### src/pkg/pmr_pkg.sv
// shared constants, tables and types of the power monitor result bank
`default_nettype none
package pmr_pkg;

   // -----------------------------------------------------------------
   // clock and conversion timing
   // -----------------------------------------------------------------
   localparam int unsigned CLK_HZ = 10_000_000;
   localparam int unsigned HZ_PER_MHZ = 1_000_000;
   localparam int unsigned CT_CODES = 8;
   typedef int unsigned pmr_tab_t [CT_CODES];
   // conversion times in microseconds, indexed by the 3-bit code
   localparam pmr_tab_t CONV_US = '{50, 84, 150, 280, 540, 1052, 2074, 4120};

   function automatic pmr_tab_t pmr_conv_table();
      pmr_tab_t t;
      for (int i = 0; i < CT_CODES; i++) begin
         t[i] = CONV_US[i] * (CLK_HZ / HZ_PER_MHZ);
         if (t[i] < 1) begin
            t[i] = 1;
         end
      end
      return t;
   endfunction

   localparam pmr_tab_t CONV_CYC_DEF = pmr_conv_table();
   localparam int TMR_W = 17;

   // -----------------------------------------------------------------
   // register addresses
   // -----------------------------------------------------------------
   localparam int ADDR_W = 4;
   localparam logic [ADDR_W-1:0] ADDR_CTRL = 4'h0;
   localparam logic [ADDR_W-1:0] ADDR_SETUP = 4'h1;
   localparam logic [ADDR_W-1:0] ADDR_BUS_V = 4'h5;
   localparam logic [ADDR_W-1:0] ADDR_TEMP = 4'h6;
   localparam logic [ADDR_W-1:0] ADDR_CURR = 4'h7;
   localparam logic [ADDR_W-1:0] ADDR_PWR = 4'h8;
   localparam logic [ADDR_W-1:0] ADDR_ENERGY = 4'h9;
   localparam logic [ADDR_W-1:0] ADDR_CHARGE = 4'hA;
   localparam logic [ADDR_W-1:0] ADDR_DIAG = 4'hB;

   // -----------------------------------------------------------------
   // field layout and reset values
   // -----------------------------------------------------------------
   localparam int REG_W = 16;
   localparam int RD_W = 40;
   localparam int CT_W = 3;
   localparam int SETUP_SHUNT_LSB = 6;
   localparam int SETUP_TEMP_LSB = 3;
   localparam int SETUP_AVG_LSB = 0;
   localparam logic [CT_W-1:0] SHUNT_CT_RST = 3'h5;
   localparam logic [CT_W-1:0] TEMP_CT_RST = 3'h5;
   localparam logic [CT_W-1:0] AVG_RST = 3'h0;
   localparam int CTRL_ACC_CLR_BIT = 14;
   localparam logic [REG_W-1:0] DIAG_RST = 16'h0001;
   localparam int DIAG_EOF_BIT = 11;
   localparam int DIAG_COF_BIT = 10;
   localparam int DIAG_DONE_BIT = 1;
   localparam int DIAG_BASE_BIT = 0;

   localparam int MEAS_W = 20;
   localparam int TEMP_W = 16;
   localparam int PWR_W = 24;
   localparam int ACC_W = 40;
   localparam int RSV_W = 4;
   localparam int AVG_MAX_LOG = 10;
   localparam int SUM_W = MEAS_W + AVG_MAX_LOG;
   localparam int CNT_W = AVG_MAX_LOG + 1;
   localparam int SH_W = 4;

   // log2 of the averaging count for each code
   function automatic logic [SH_W-1:0] pmr_avg_shift(input logic [CT_W-1:0] code);
      case (code)
         3'h0: return 4'h0;
         3'h1: return 4'h2;
         3'h2: return 4'h4;
         3'h3: return 4'h6;
         3'h4: return 4'h7;
         3'h5: return 4'h8;
         3'h6: return 4'h9;
         default: return 4'hA;
      endcase
   endfunction

   typedef enum logic [1:0] {
      ST_CONVERT,
      ST_PUBLISH,
      ST_POWER,
      ST_ACCUM
   } pmr_state_t;

endpackage
`default_nettype wire

### src/logic/pmr_accum.sv
// running accumulator with overflow detection, signed or unsigned
`default_nettype none
module pmr_accum #(
   parameter int W = 40,
   parameter bit SIGNED_ACC = 1'b0
) (
   input wire logic clk_sys,
   input wire logic rst,
   input wire logic clear,
   input wire logic add_en,
   input wire logic [W-1:0] add_val,
   output logic [W-1:0] acc_r,
   output logic ovf_r
);
   logic [W-1:0] acc_nxt;
   logic ovf_nxt;
   logic [W:0] sum;

   always_comb begin
      sum = {1'b0, acc_r} + {1'b0, add_val};
      acc_nxt = acc_r;
      ovf_nxt = 1'b0;
      // clear takes precedence, so a stale sample never lands after a reset
      if (clear) begin
         acc_nxt = '0;
      end else if (add_en) begin
         acc_nxt = sum[W-1:0];
         if (SIGNED_ACC) begin
            ovf_nxt = (acc_r[W-1] == add_val[W-1]) && (sum[W-1] != acc_r[W-1]);
         end else begin
            ovf_nxt = sum[W];
         end
      end
   end

   always_ff @(posedge clk_sys or posedge rst) begin
      if (rst) begin
         acc_r <= '0;
         ovf_r <= 1'b0;
      end else begin
         acc_r <= acc_nxt;
         ovf_r <= ovf_nxt;
      end
   end
endmodule // pmr_accum
`default_nettype wire

### src/logic/pmr_result_regs.sv
// measurement setup and result register bank of the power monitor
`default_nettype none
module pmr_result_regs #(
   parameter pmr_pkg::pmr_tab_t CONV_CYC = pmr_pkg::CONV_CYC_DEF,
   parameter int POWER_SHIFT = 16
) (
   input wire logic clk_sys,
   input wire logic rst,
   input wire logic reg_rd_en,
   input wire logic reg_wr_en,
   input wire logic [pmr_pkg::ADDR_W-1:0] reg_addr,
   input wire logic [pmr_pkg::REG_W-1:0] reg_wr_data,
   input wire logic [pmr_pkg::MEAS_W-1:0] adc_bus_v,
   input wire logic [pmr_pkg::MEAS_W-1:0] adc_current,
   input wire logic [pmr_pkg::TEMP_W-1:0] adc_temp,
   output logic [pmr_pkg::RD_W-1:0] reg_rd_data_r,
   output logic sample_take_r,
   output logic result_update_r
);
   import pmr_pkg::*;

   // -----------------------------------------------------------------
   // setup and control writes
   // -----------------------------------------------------------------
   logic [CT_W-1:0] shunt_ct_r, shunt_ct_nxt;
   logic [CT_W-1:0] temp_ct_r, temp_ct_nxt;
   logic [CT_W-1:0] avg_sel_r, avg_sel_nxt;
   logic acc_clear_r, acc_clear_nxt;

   always_comb begin
      shunt_ct_nxt = shunt_ct_r;
      temp_ct_nxt = temp_ct_r;
      avg_sel_nxt = avg_sel_r;
      acc_clear_nxt = 1'b0;
      if (reg_wr_en && reg_addr == ADDR_SETUP) begin
         shunt_ct_nxt = reg_wr_data[SETUP_SHUNT_LSB +: CT_W];
         temp_ct_nxt = reg_wr_data[SETUP_TEMP_LSB +: CT_W];
         avg_sel_nxt = reg_wr_data[SETUP_AVG_LSB +: CT_W];
      end
      // clear is a one-cycle pulse; the bit itself never reads back as set
      if (reg_wr_en && reg_addr == ADDR_CTRL) begin
         acc_clear_nxt = reg_wr_data[CTRL_ACC_CLR_BIT];
      end
   end

   always_ff @(posedge clk_sys or posedge rst) begin
      if (rst) begin
         shunt_ct_r <= SHUNT_CT_RST;
         temp_ct_r <= TEMP_CT_RST;
         avg_sel_r <= AVG_RST;
         acc_clear_r <= 1'b0;
      end else begin
         shunt_ct_r <= shunt_ct_nxt;
         temp_ct_r <= temp_ct_nxt;
         avg_sel_r <= avg_sel_nxt;
         acc_clear_r <= acc_clear_nxt;
      end
   end

   // -----------------------------------------------------------------
   // conversion sequencer and averaging
   // -----------------------------------------------------------------
   pmr_state_t state_r, state_nxt;
   logic [TMR_W-1:0] tmr_r, tmr_nxt;
   logic [CNT_W-1:0] cnt_r, cnt_nxt;
   logic signed [SUM_W-1:0] sum_v_r, sum_v_nxt;
   logic signed [SUM_W-1:0] sum_i_r, sum_i_nxt;
   logic signed [SUM_W-1:0] sum_t_r, sum_t_nxt;
   logic sample_take_nxt;
   logic [TMR_W-1:0] conv_len;
   logic [CNT_W-1:0] avg_count;
   logic [SH_W-1:0] avg_sh;

   always_comb begin
      // total time of one cycle is shunt plus temperature time
      conv_len = TMR_W'(CONV_CYC[shunt_ct_r]) + TMR_W'(CONV_CYC[temp_ct_r]);
      avg_sh = pmr_avg_shift(avg_sel_r);
      avg_count = CNT_W'(1) << avg_sh;
      state_nxt = state_r;
      tmr_nxt = tmr_r;
      cnt_nxt = cnt_r;
      sum_v_nxt = sum_v_r;
      sum_i_nxt = sum_i_r;
      sum_t_nxt = sum_t_r;
      sample_take_nxt = 1'b0;
      case (state_r)
         ST_CONVERT: begin
            if (tmr_r + TMR_W'(1) >= conv_len) begin
               tmr_nxt = '0;
               sample_take_nxt = 1'b1;
               sum_v_nxt = sum_v_r + SUM_W'(signed'(adc_bus_v));
               sum_i_nxt = sum_i_r + SUM_W'(signed'(adc_current));
               sum_t_nxt = sum_t_r + SUM_W'(signed'(adc_temp));
               cnt_nxt = cnt_r + CNT_W'(1);
               // publish only once the whole sample set is in
               if (cnt_r + CNT_W'(1) >= avg_count) begin
                  state_nxt = ST_PUBLISH;
               end
            end else begin
               tmr_nxt = tmr_r + TMR_W'(1);
            end
         end
         ST_PUBLISH: begin
            cnt_nxt = '0;
            sum_v_nxt = '0;
            sum_i_nxt = '0;
            sum_t_nxt = '0;
            state_nxt = ST_POWER;
         end
         ST_POWER: state_nxt = ST_ACCUM;
         ST_ACCUM: state_nxt = ST_CONVERT;
         default: state_nxt = ST_CONVERT;
      endcase
   end

   always_ff @(posedge clk_sys or posedge rst) begin
      if (rst) begin
         state_r <= ST_CONVERT;
         tmr_r <= '0;
         cnt_r <= '0;
         sum_v_r <= '0;
         sum_i_r <= '0;
         sum_t_r <= '0;
         sample_take_r <= 1'b0;
      end else begin
         state_r <= state_nxt;
         tmr_r <= tmr_nxt;
         cnt_r <= cnt_nxt;
         sum_v_r <= sum_v_nxt;
         sum_i_r <= sum_i_nxt;
         sum_t_r <= sum_t_nxt;
         sample_take_r <= sample_take_nxt;
      end
   end

   // -----------------------------------------------------------------
   // result registers
   // -----------------------------------------------------------------
   logic [MEAS_W-1:0] bus_v_r, bus_v_nxt;
   logic [TEMP_W-1:0] temp_r, temp_nxt;
   logic [MEAS_W-1:0] curr_r, curr_nxt;
   logic [PWR_W-1:0] pwr_r, pwr_nxt;
   logic result_update_nxt;
   logic signed [SUM_W-1:0] avg_v, avg_i, avg_t;
   logic [MEAS_W-1:0] curr_mag;
   logic [2*MEAS_W-1:0] pwr_full;

   always_comb begin
      avg_v = sum_v_r >>> avg_sh;
      avg_i = sum_i_r >>> avg_sh;
      avg_t = sum_t_r >>> avg_sh;
      curr_mag = curr_r[MEAS_W-1] ? MEAS_W'(-curr_r) : curr_r;
      // bus voltage never goes negative, so its magnitude is the raw code
      pwr_full = (2*MEAS_W)'(curr_mag) * (2*MEAS_W)'(bus_v_r);
      bus_v_nxt = bus_v_r;
      temp_nxt = temp_r;
      curr_nxt = curr_r;
      pwr_nxt = pwr_r;
      result_update_nxt = 1'b0;
      if (state_r == ST_PUBLISH) begin
         bus_v_nxt = avg_v[MEAS_W-1:0];
         curr_nxt = avg_i[MEAS_W-1:0];
         temp_nxt = avg_t[TEMP_W-1:0];
      end
      if (state_r == ST_POWER) begin
         pwr_nxt = PWR_W'(pwr_full >> POWER_SHIFT);
         result_update_nxt = 1'b1;
      end
   end

   always_ff @(posedge clk_sys or posedge rst) begin
      if (rst) begin
         bus_v_r <= '0;
         temp_r <= '0;
         curr_r <= '0;
         pwr_r <= '0;
         result_update_r <= 1'b0;
      end else begin
         bus_v_r <= bus_v_nxt;
         temp_r <= temp_nxt;
         curr_r <= curr_nxt;
         pwr_r <= pwr_nxt;
         result_update_r <= result_update_nxt;
      end
   end

   // -----------------------------------------------------------------
   // energy and charge accumulators
   // -----------------------------------------------------------------
   logic acc_add;
   logic [ACC_W-1:0] energy_acc, charge_acc;
   logic energy_ovf, charge_ovf;
   logic [ACC_W-1:0] pwr_ext, curr_ext;

   assign acc_add = (state_r == ST_ACCUM);
   assign pwr_ext = ACC_W'(pwr_r);
   assign curr_ext = ACC_W'(signed'(curr_r));

   pmr_accum #(
      .W(ACC_W),
      .SIGNED_ACC(1'b0)
   ) u_energy (
      .clk_sys(clk_sys),
      .rst(rst),
      .clear(acc_clear_r),
      .add_en(acc_add),
      .add_val(pwr_ext),
      .acc_r(energy_acc),
      .ovf_r(energy_ovf)
   );

   pmr_accum #(
      .W(ACC_W),
      .SIGNED_ACC(1'b1)
   ) u_charge (
      .clk_sys(clk_sys),
      .rst(rst),
      .clear(acc_clear_r),
      .add_en(acc_add),
      .add_val(curr_ext),
      .acc_r(charge_acc),
      .ovf_r(charge_ovf)
   );

   // -----------------------------------------------------------------
   // diagnostic flags
   // -----------------------------------------------------------------
   logic eof_r, eof_nxt;
   logic cof_r, cof_nxt;
   logic done_r, done_nxt;
   logic diag_rd;

   always_comb begin
      diag_rd = reg_rd_en && reg_addr == ADDR_DIAG;
      // a set arriving with its clear is kept
      eof_nxt = energy_ovf | (eof_r & ~acc_clear_r);
      cof_nxt = charge_ovf | (cof_r & ~acc_clear_r);
      done_nxt = result_update_r | (done_r & ~diag_rd);
   end

   always_ff @(posedge clk_sys or posedge rst) begin
      if (rst) begin
         eof_r <= DIAG_RST[DIAG_EOF_BIT];
         cof_r <= DIAG_RST[DIAG_COF_BIT];
         done_r <= DIAG_RST[DIAG_DONE_BIT];
      end else begin
         eof_r <= eof_nxt;
         cof_r <= cof_nxt;
         done_r <= done_nxt;
      end
   end

   // -----------------------------------------------------------------
   // read-back
   // -----------------------------------------------------------------
   logic [RD_W-1:0] rd_nxt;
   logic [REG_W-1:0] diag_word;
   logic [REG_W-1:0] setup_word;

   always_comb begin
      diag_word = DIAG_RST;
      diag_word[DIAG_EOF_BIT] = eof_r;
      diag_word[DIAG_COF_BIT] = cof_r;
      diag_word[DIAG_DONE_BIT] = done_r;
      setup_word = '0;
      setup_word[SETUP_SHUNT_LSB +: CT_W] = shunt_ct_r;
      setup_word[SETUP_TEMP_LSB +: CT_W] = temp_ct_r;
      setup_word[SETUP_AVG_LSB +: CT_W] = avg_sel_r;
      rd_nxt = reg_rd_data_r;
      if (reg_rd_en) begin
         case (reg_addr)
            ADDR_SETUP: rd_nxt = RD_W'(setup_word);
            ADDR_BUS_V: rd_nxt = RD_W'({bus_v_r, RSV_W'(0)});
            ADDR_TEMP: rd_nxt = RD_W'(temp_r);
            ADDR_CURR: rd_nxt = RD_W'({curr_r, RSV_W'(0)});
            ADDR_PWR: rd_nxt = RD_W'(pwr_r);
            ADDR_ENERGY: rd_nxt = energy_acc;
            ADDR_CHARGE: rd_nxt = charge_acc;
            ADDR_DIAG: rd_nxt = RD_W'(diag_word);
            default: rd_nxt = '0;
         endcase
      end
   end

   always_ff @(posedge clk_sys or posedge rst) begin
      if (rst) begin
         reg_rd_data_r <= '0;
      end else begin
         reg_rd_data_r <= rd_nxt;
      end
   end
endmodule // pmr_result_regs
`default_nettype wire

### config.mk
export PLATFORM = sky130hd
export DESIGN_NAME = pmr_result_regs
export DESIGN_NICKNAME = d
export VERILOG_FILES = /design/src/pkg/pmr_pkg.sv /design/src/logic/pmr_accum.sv /design/src/logic/pmr_result_regs.sv
export SDC_FILE = /design/constraint.sdc
export NUM_CORES = 2
export LEC_CHECK = 0
export BUFFER_PORTS_ARGS = -buffer_cell sky130_fd_sc_hd__buf_2
export CAP_MARGIN = 20
export CORE_MARGIN = 4
export CORE_UTILIZATION = 55
export CTS_CLUSTER_SIZE = 12
export DETAILED_ROUTE_END_ITERATION = 10
export PLACE_DENSITY_LB_ADDON = 0.3
export SLEW_MARGIN = 30
export SYNTH_ARGS = -nofsm -noshare
export SYNTH_HDL_FRONTEND = slang
export SYNTH_SLANG_ARGS = --single-unit
### constraint.sdc
create_clock -name clk_sys -period 9.55 [get_ports clk_sys]
set_input_delay 0.4775 -clock clk_sys [delete_from_list [all_inputs] [get_ports clk_sys]]
set_output_delay 0.4775 -clock clk_sys [all_outputs]
set_load 0.02 [all_outputs]
# Word-level counts from Yosys, hierarchy flattened
# Memory sizes are Yosys's and may differ from the RTL's.
# Index checks and enable logic that the tools add are counted.
# classes
addsub	9
mul	1
n_lt_le_gt_ge	4
n_eq_ne	21
shifts	4
muxes	31
bitwise	10
reduce_logical	11
# op_table
op	count
$pmux W40 S8	1
$pmux W30 S2	3
$mux W40	4
$mux W30	3
$mux W17	5
$add A30 B20 Y30	2
$sshr A30 B4 Y20	2
$add A40 B24 Y41	1
$add A40 B40 Y40	1
$mul A20 B20 Y40	1
$add A30 B16 Y30	1
$sshr A30 B4 Y16	1
$pmux W4 S7	1
$pmux W11 S2	1
$mux W20	1
$neg A20 Y20	1
$add A17 B1 Y17 const B	1
$add A17 B17 Y17	1
$ge A17 B17 Y1	1
$eq A4 B4 Y1 const B	4
$eq A4 B3 Y1 const B	3
$add A11 B1 Y11 const B	1
$ge A11 B11 Y1	1
$mux W11	1
24 further kinds	49
# word_totals
ff_bits	337
romBits	512
inputBits	80
output_inout_bits	42
word_cells	117
memories	2
# mem_list
name	depth	word_bits	read_ports	rd_ports_with_merged_regs	wr	line_no	source
(name not given)	8	32	1	0	0	pmr_result_regs.sv:76	conv_len = TMR_W'(CONV_CYC[shunt_ct_r]) + TMR_W'(CONV_CYC[temp_ct_r]);
(name not given)	8	32	1	0	0	pmr_result_regs.sv:76	

# Longest topological paths before layout
# depth
word_depth	8
mapped_depth	33
mapped_depth_nobuf	32

# By module
# From an unflattened synthesis, not the netlist that was laid out.
# hier_totals
hier_cells	4495
hier_area_um2	39336.5
# by_module_without_submodules
mod	n_inst	cells_each	area_per_inst_um2	seq_area_each_um2
pmr_result_regs	1	3577	31828.0	6311.1
pmr_accum at u_energy	1	463	3788.6	1026.0
pmr_accum at u_charge	1	455	3719.8	1026.0

# Worst setup path after synthesis
# Ideal clock, no wire load.
# synth_timing
path_kind	reg2reg
startpoint	register curr_r[11]
endpoint	register pwr_r[23]
setup_ns	0.125
arrival_time_ns	8.210
t_required_ns	9.425
slack_ns	1.215
path_stages_with_launch	31
n_path_buf	1
synth_period_minus_slack_ns	8.335
cell_sequence	dfrtp_1 > or4_1 > or2_2 > o31ai_1 > xnor2_1 > clkbuf_1 > nand2_1 > fa_1 > inv_1 > fa_1 > inv_1 > fa_1 > inv_1 > fa_1 > fa_1 > fa_1 > inv_1 > fa_1 > inv_1 > ha_1 > a21oi_1 > o21bai_1 > a21o_1 > a41oi_2 > a31oi_1 > o41a_1 > a31o_2 > a311oi_1 > o31ai_1 > xnor2_1 > mux2_2
# synth_between
elab_chain_cells	3
# synth_rtl
item	line_no	source
start: declaration	pmr_result_regs.sv:141	logic [MEAS_W-1:0] curr_r, curr_nxt;
start signal: assignment	pmr_result_regs.sv:181	curr_r <= curr_nxt;
$neg A20 Y20	pmr_result_regs.sv:152	curr_mag = curr_r[MEAS_W-1] ? MEAS_W'(-curr_r) : curr_r;
$mux W20 *	pmr_result_regs.sv:152	
$mul A20 B20 Y40 *	pmr_result_regs.sv:154	pwr_full = (2*MEAS_W)'(curr_mag) * (2*MEAS_W)'(bus_v_r);
end signal: assignment	pmr_result_regs.sv:182	pwr_r <= pwr_nxt;
end: declaration	pmr_result_regs.sv:142	logic [PWR_W-1:0] pwr_r, pwr_nxt;
# Mark *: on every way between the ends. The rest lies on a longest branch, timed or not.
# A chain may end at the register's enable or synchronous reset.

# Worst setup path after layout
# layout_timing
startpoint	register curr_r[7]
endpoint	register pwr_r[23]
# The elaborated chain is that of the path after synthesis.

==> run_results.csv <==
group,metric,value,unit
run_status,outcome,"finished clean",
clock_network,htree_levels,2,
timing,slew_headroom,0.286,
timing,final.setup.worst_slack,396,ps
timing,timing_hold_violations_final,0,
route,post_drt_wl_per_cell,20.5,um
clock_network,cts-root-to-sink-buffers,3,
finish,mostFrequentLayoutCells,"sky130_fd_sc_hd__nand2_1, sky130_fd_sc_hd__inv_1, sky130_fd_sc_hd__ha_1",
finish,finish.utilization,0.598,
placed_design,dp_worst_setup_slack,494,ps
setup_path,start_kind,"register",
global_route,groute.usage.overall,0.300,
timing,max_slew_violation_total_from_the_final_report,0,
timing,grt_setup_unrepaired,"false",
floorplanning,die_w,273,um
timing,f_max,109,MHz
setup_path,crit_type,"reg2reg",
timing,worst_margin_pin_slew,1070,ps
finish,layout.cell_area.non_filler,41800,um^2
clock_network,clk_root_buffer_cell,"sky130_fd_sc_hd__clkbuf_16",
route,drcViolationCount,0,
clock_network,clk_pin_slew,60,ps
yosys,share_of_async_settable_or_async_resettable_flops_after_synthesis,1.00,
timing,min_period,9150,ps
clock_network,cts_buffers,42,
yosys,synth_ff_type,"sky130_fd_sc_hd__dfrtp_1",
global_route,via_count_of_the_first_global_routing_pass,32400,
timing,fin_setup_tns,0,ps
timing,post-route-period-util,0.959,
setup_path,cp_slowest_stage_delay,610,ps
flow_run,max-cap-violations,0,
yosys,yosysWarningCount,0,
timing,final-setup-viol-count,0,
yosys,synthesis.instances,4505,
finish,fin_nets,5265,
finish,final.fill_count,6198,
floorplanning,die_outline_area,74700,um^2
yosys,ys_seq_elements,334,
route,initialDrtViolationCount,3069,
setup_path,worstPathRequired,9990,ps
route,vias,33100,
timing,fin_worst_skew,21.3,ps
global_route,grt_max_degree,136,
yosys,synth_largest_type_area_fraction,0.213,
finish,syn_to_final_growth,7.95,%
yosys,mean_post_synth_cell_area,8.60,um^2
yosys,synth.cell_area,38700,um^2
global_route,grt_pass1_wl,180000,um
floorplanning,die-height,273,um
placed_design,placed_instance_area,40400,um^2
setup_path,crit_slowest_cell,"sky130_fd_sc_hd__fa_1",
global_route,number_of_antenna_violations_at_the_first_check_in_global_routing,0,
floorplanning,floorplan.initialDensity,0.554,
clock_network,clk_latency,580,ps
setup_path,worstSetupEndpointType,"register",
finish,layout_commonest_cell,"sky130_fd_sc_hd__nand2_1",
route,finalWirelength,112000,um
finish,layout-drive-gt1-share,0.0855,
floorplanning,floorplan.core_area,69900,um^2
yosys,ys_types,84,
placed_design,finalWeightedCongestion,0.945,
setup_path,critical_path_peak_fanout,9,
setup_path,arrival,9600,ps
clock_network,clock_tree_from_tritoncts,"yes",
route,post_drt_via_cell_ratio,6.04,
yosys,synth-seq-area-share,0.216,
floorplanning,io_pins,122,
min_path,min-delay-path-class,"in2reg",
route,antenna_violating_nets_post_route,0,
setup_path,most_frequent_cell_on_the_critical_path,"sky130_fd_sc_hd__fa_1",
placed_design,numPortBuffers,115,
clock_network,clock-sinks,334,
floorplanning,placement_rows,97,
global_route,gr-total-overflow,0,
route,drt_first_pass_iters,9,
yosys,synth-edff-count,0,
yosys,ranking_of_synthesized_cells_by_area,"sky130_fd_sc_hd__dfrtp_1, sky130_fd_sc_hd__fa_1, sky130_fd_sc_hd__ha_1",
placed_design,post-dp-hpwl,83800,um
yosys,synth_largest_area_cell,"sky130_fd_sc_hd__dfrtp_1",
area by class of cell:
class                   instances  area [um^2]  area share
clock inverters                14          139     0.00332
clock buffers                  62         1280      0.0306
repair buffers                193         1240      0.0296
flip-flops and latches        334         8370       0.200
well taps                     940         1180      0.0281
diodes                          1         2.50   0.0000598
multi-input cells            3436        27700       0.663
inverters                     499         1880      0.0449
through the flow:
stage	hold slack [ps]	instances
after CTS	111	5478
after global placement	481	5398
final	133	5479
after detailed placement	487	5401
after floorplan	404	4507
after global routing	133	5478
cell usage after synthesis (20+ instances only):
library cell / count
sky130_fd_sc_hd__a211oi_1: 33
sky130_fd_sc_hd__a21o_1: 114
sky130_fd_sc_hd__a21oi_1: 240
sky130_fd_sc_hd__a221oi_1: 22
sky130_fd_sc_hd__a22oi_1: 54
sky130_fd_sc_hd__a31oi_1: 20
sky130_fd_sc_hd__and2_1: 191
sky130_fd_sc_hd__and3_1: 48
sky130_fd_sc_hd__buf_1: 27
sky130_fd_sc_hd__clkbuf_1: 193
sky130_fd_sc_hd__dfrtp_1: 330
sky130_fd_sc_hd__fa_1: 325
sky130_fd_sc_hd__ha_1: 354
sky130_fd_sc_hd__inv_1: 495
sky130_fd_sc_hd__mux2_2: 69
sky130_fd_sc_hd__mux2i_1: 105
sky130_fd_sc_hd__nand2_1: 586
sky130_fd_sc_hd__nand2b_1: 37
sky130_fd_sc_hd__nand3_1: 59
sky130_fd_sc_hd__nand4_1: 25
sky130_fd_sc_hd__nor2_1: 267
sky130_fd_sc_hd__nor2b_1: 26
sky130_fd_sc_hd__nor3_1: 27
sky130_fd_sc_hd__o21a_1: 25
sky130_fd_sc_hd__o21ai_0: 213
sky130_fd_sc_hd__o21bai_1: 32
sky130_fd_sc_hd__o22ai_1: 93
sky130_fd_sc_hd__o31ai_1: 60
sky130_fd_sc_hd__or3_1: 23
sky130_fd_sc_hd__xnor2_1: 127
sky130_fd_sc_hd__xor2_1: 88
metal layers:
| layer | vias to the layer above | routed length (um) | share of wire | global-route usage |
|---|---|---|---|---|
| li1 | 15300 | - | - | - |
| met1 | 16100 | 46600 | 0.42 | 0.411 |
| met2 | 1410 | 50600 | 0.45 | 0.479 |
| met3 | 297 | 9450 | 0.084 | 0.0489 |
| met4 | 0 | 5430 | 0.048 | 0.119 |
| met5 | - | 0 | 0 | 0 |
repair_timing:
action / in CTS / in global routing
hold buffers: 1 / 0
endpoints found under the setup margin: 0 / 2
buffers inserted: 0 / 0
hold endpoints to repair: 18 / 0
resized for setup: 0 / 1
worst max-delay path, delay by kind of cell, from the launching register on:
family / cells / cell delay (ps)
multiplexers: 1 / 270
AO/OA/AOI/OAI: 10 / 2750
XOR/XNOR: 2 / 430
adder cells (fa/ha/maj): 8 / 3950
AND/OR/NAND/NOR: 3 / 930
flip-flops: 1 / 490
buffers and inverters: 4 / 200
registers in the layout, indices dropped and copies added (netlist names), 11 cells and up:
| name | count |
|---|---|
| bus_v_r | 20 |
| cnt_r | 11 |
| curr_r | 20 |
| pwr_r | 24 |
| reg_rd_data_r | 40 |
| sum_i_r | 30 |
| sum_t_r | 27 |
| sum_v_r | 30 |
| temp_r | 16 |
| tmr_r | 17 |
| u_charge.acc_r | 40 |
| u_energy.acc_r | 40 |
logic make-up after synthesis:
logic type	Yosys count	synth area share
compound gates	1050	0.177
mux	178	0.0493
fa+ha+maj	679	0.282
other cells	1	0.0000968
buf+inv	737	0.0721
flops	334	0.216
xor+xnor	215	0.0486
simple gates	1311	0.154
worst paths after layout:
check / startpoint / slack [ps] / depth (start not counted) / endpoint
worst min register to register: sum_v_r[0] / 500 / 2 / sum_v_r[0]
worst max register to register: curr_r[7] / 400 / 28 / pwr_r[23]
min in group asynchronous: rst / 520 / 3 / shunt_ct_r[1]
max in group asynchronous: rst / 7190 / 5 / acc_clear_r
worst min-delay path: reg_wr_data[6] / 130 / 2 / shunt_ct_r[0]
worst max-delay path: curr_r[7] / 400 / 28 / pwr_r[23]
Power is left out: the tool's default activity adds up to more than one toggle a clock period on the data nets, which glitch-free logic cannot reach.
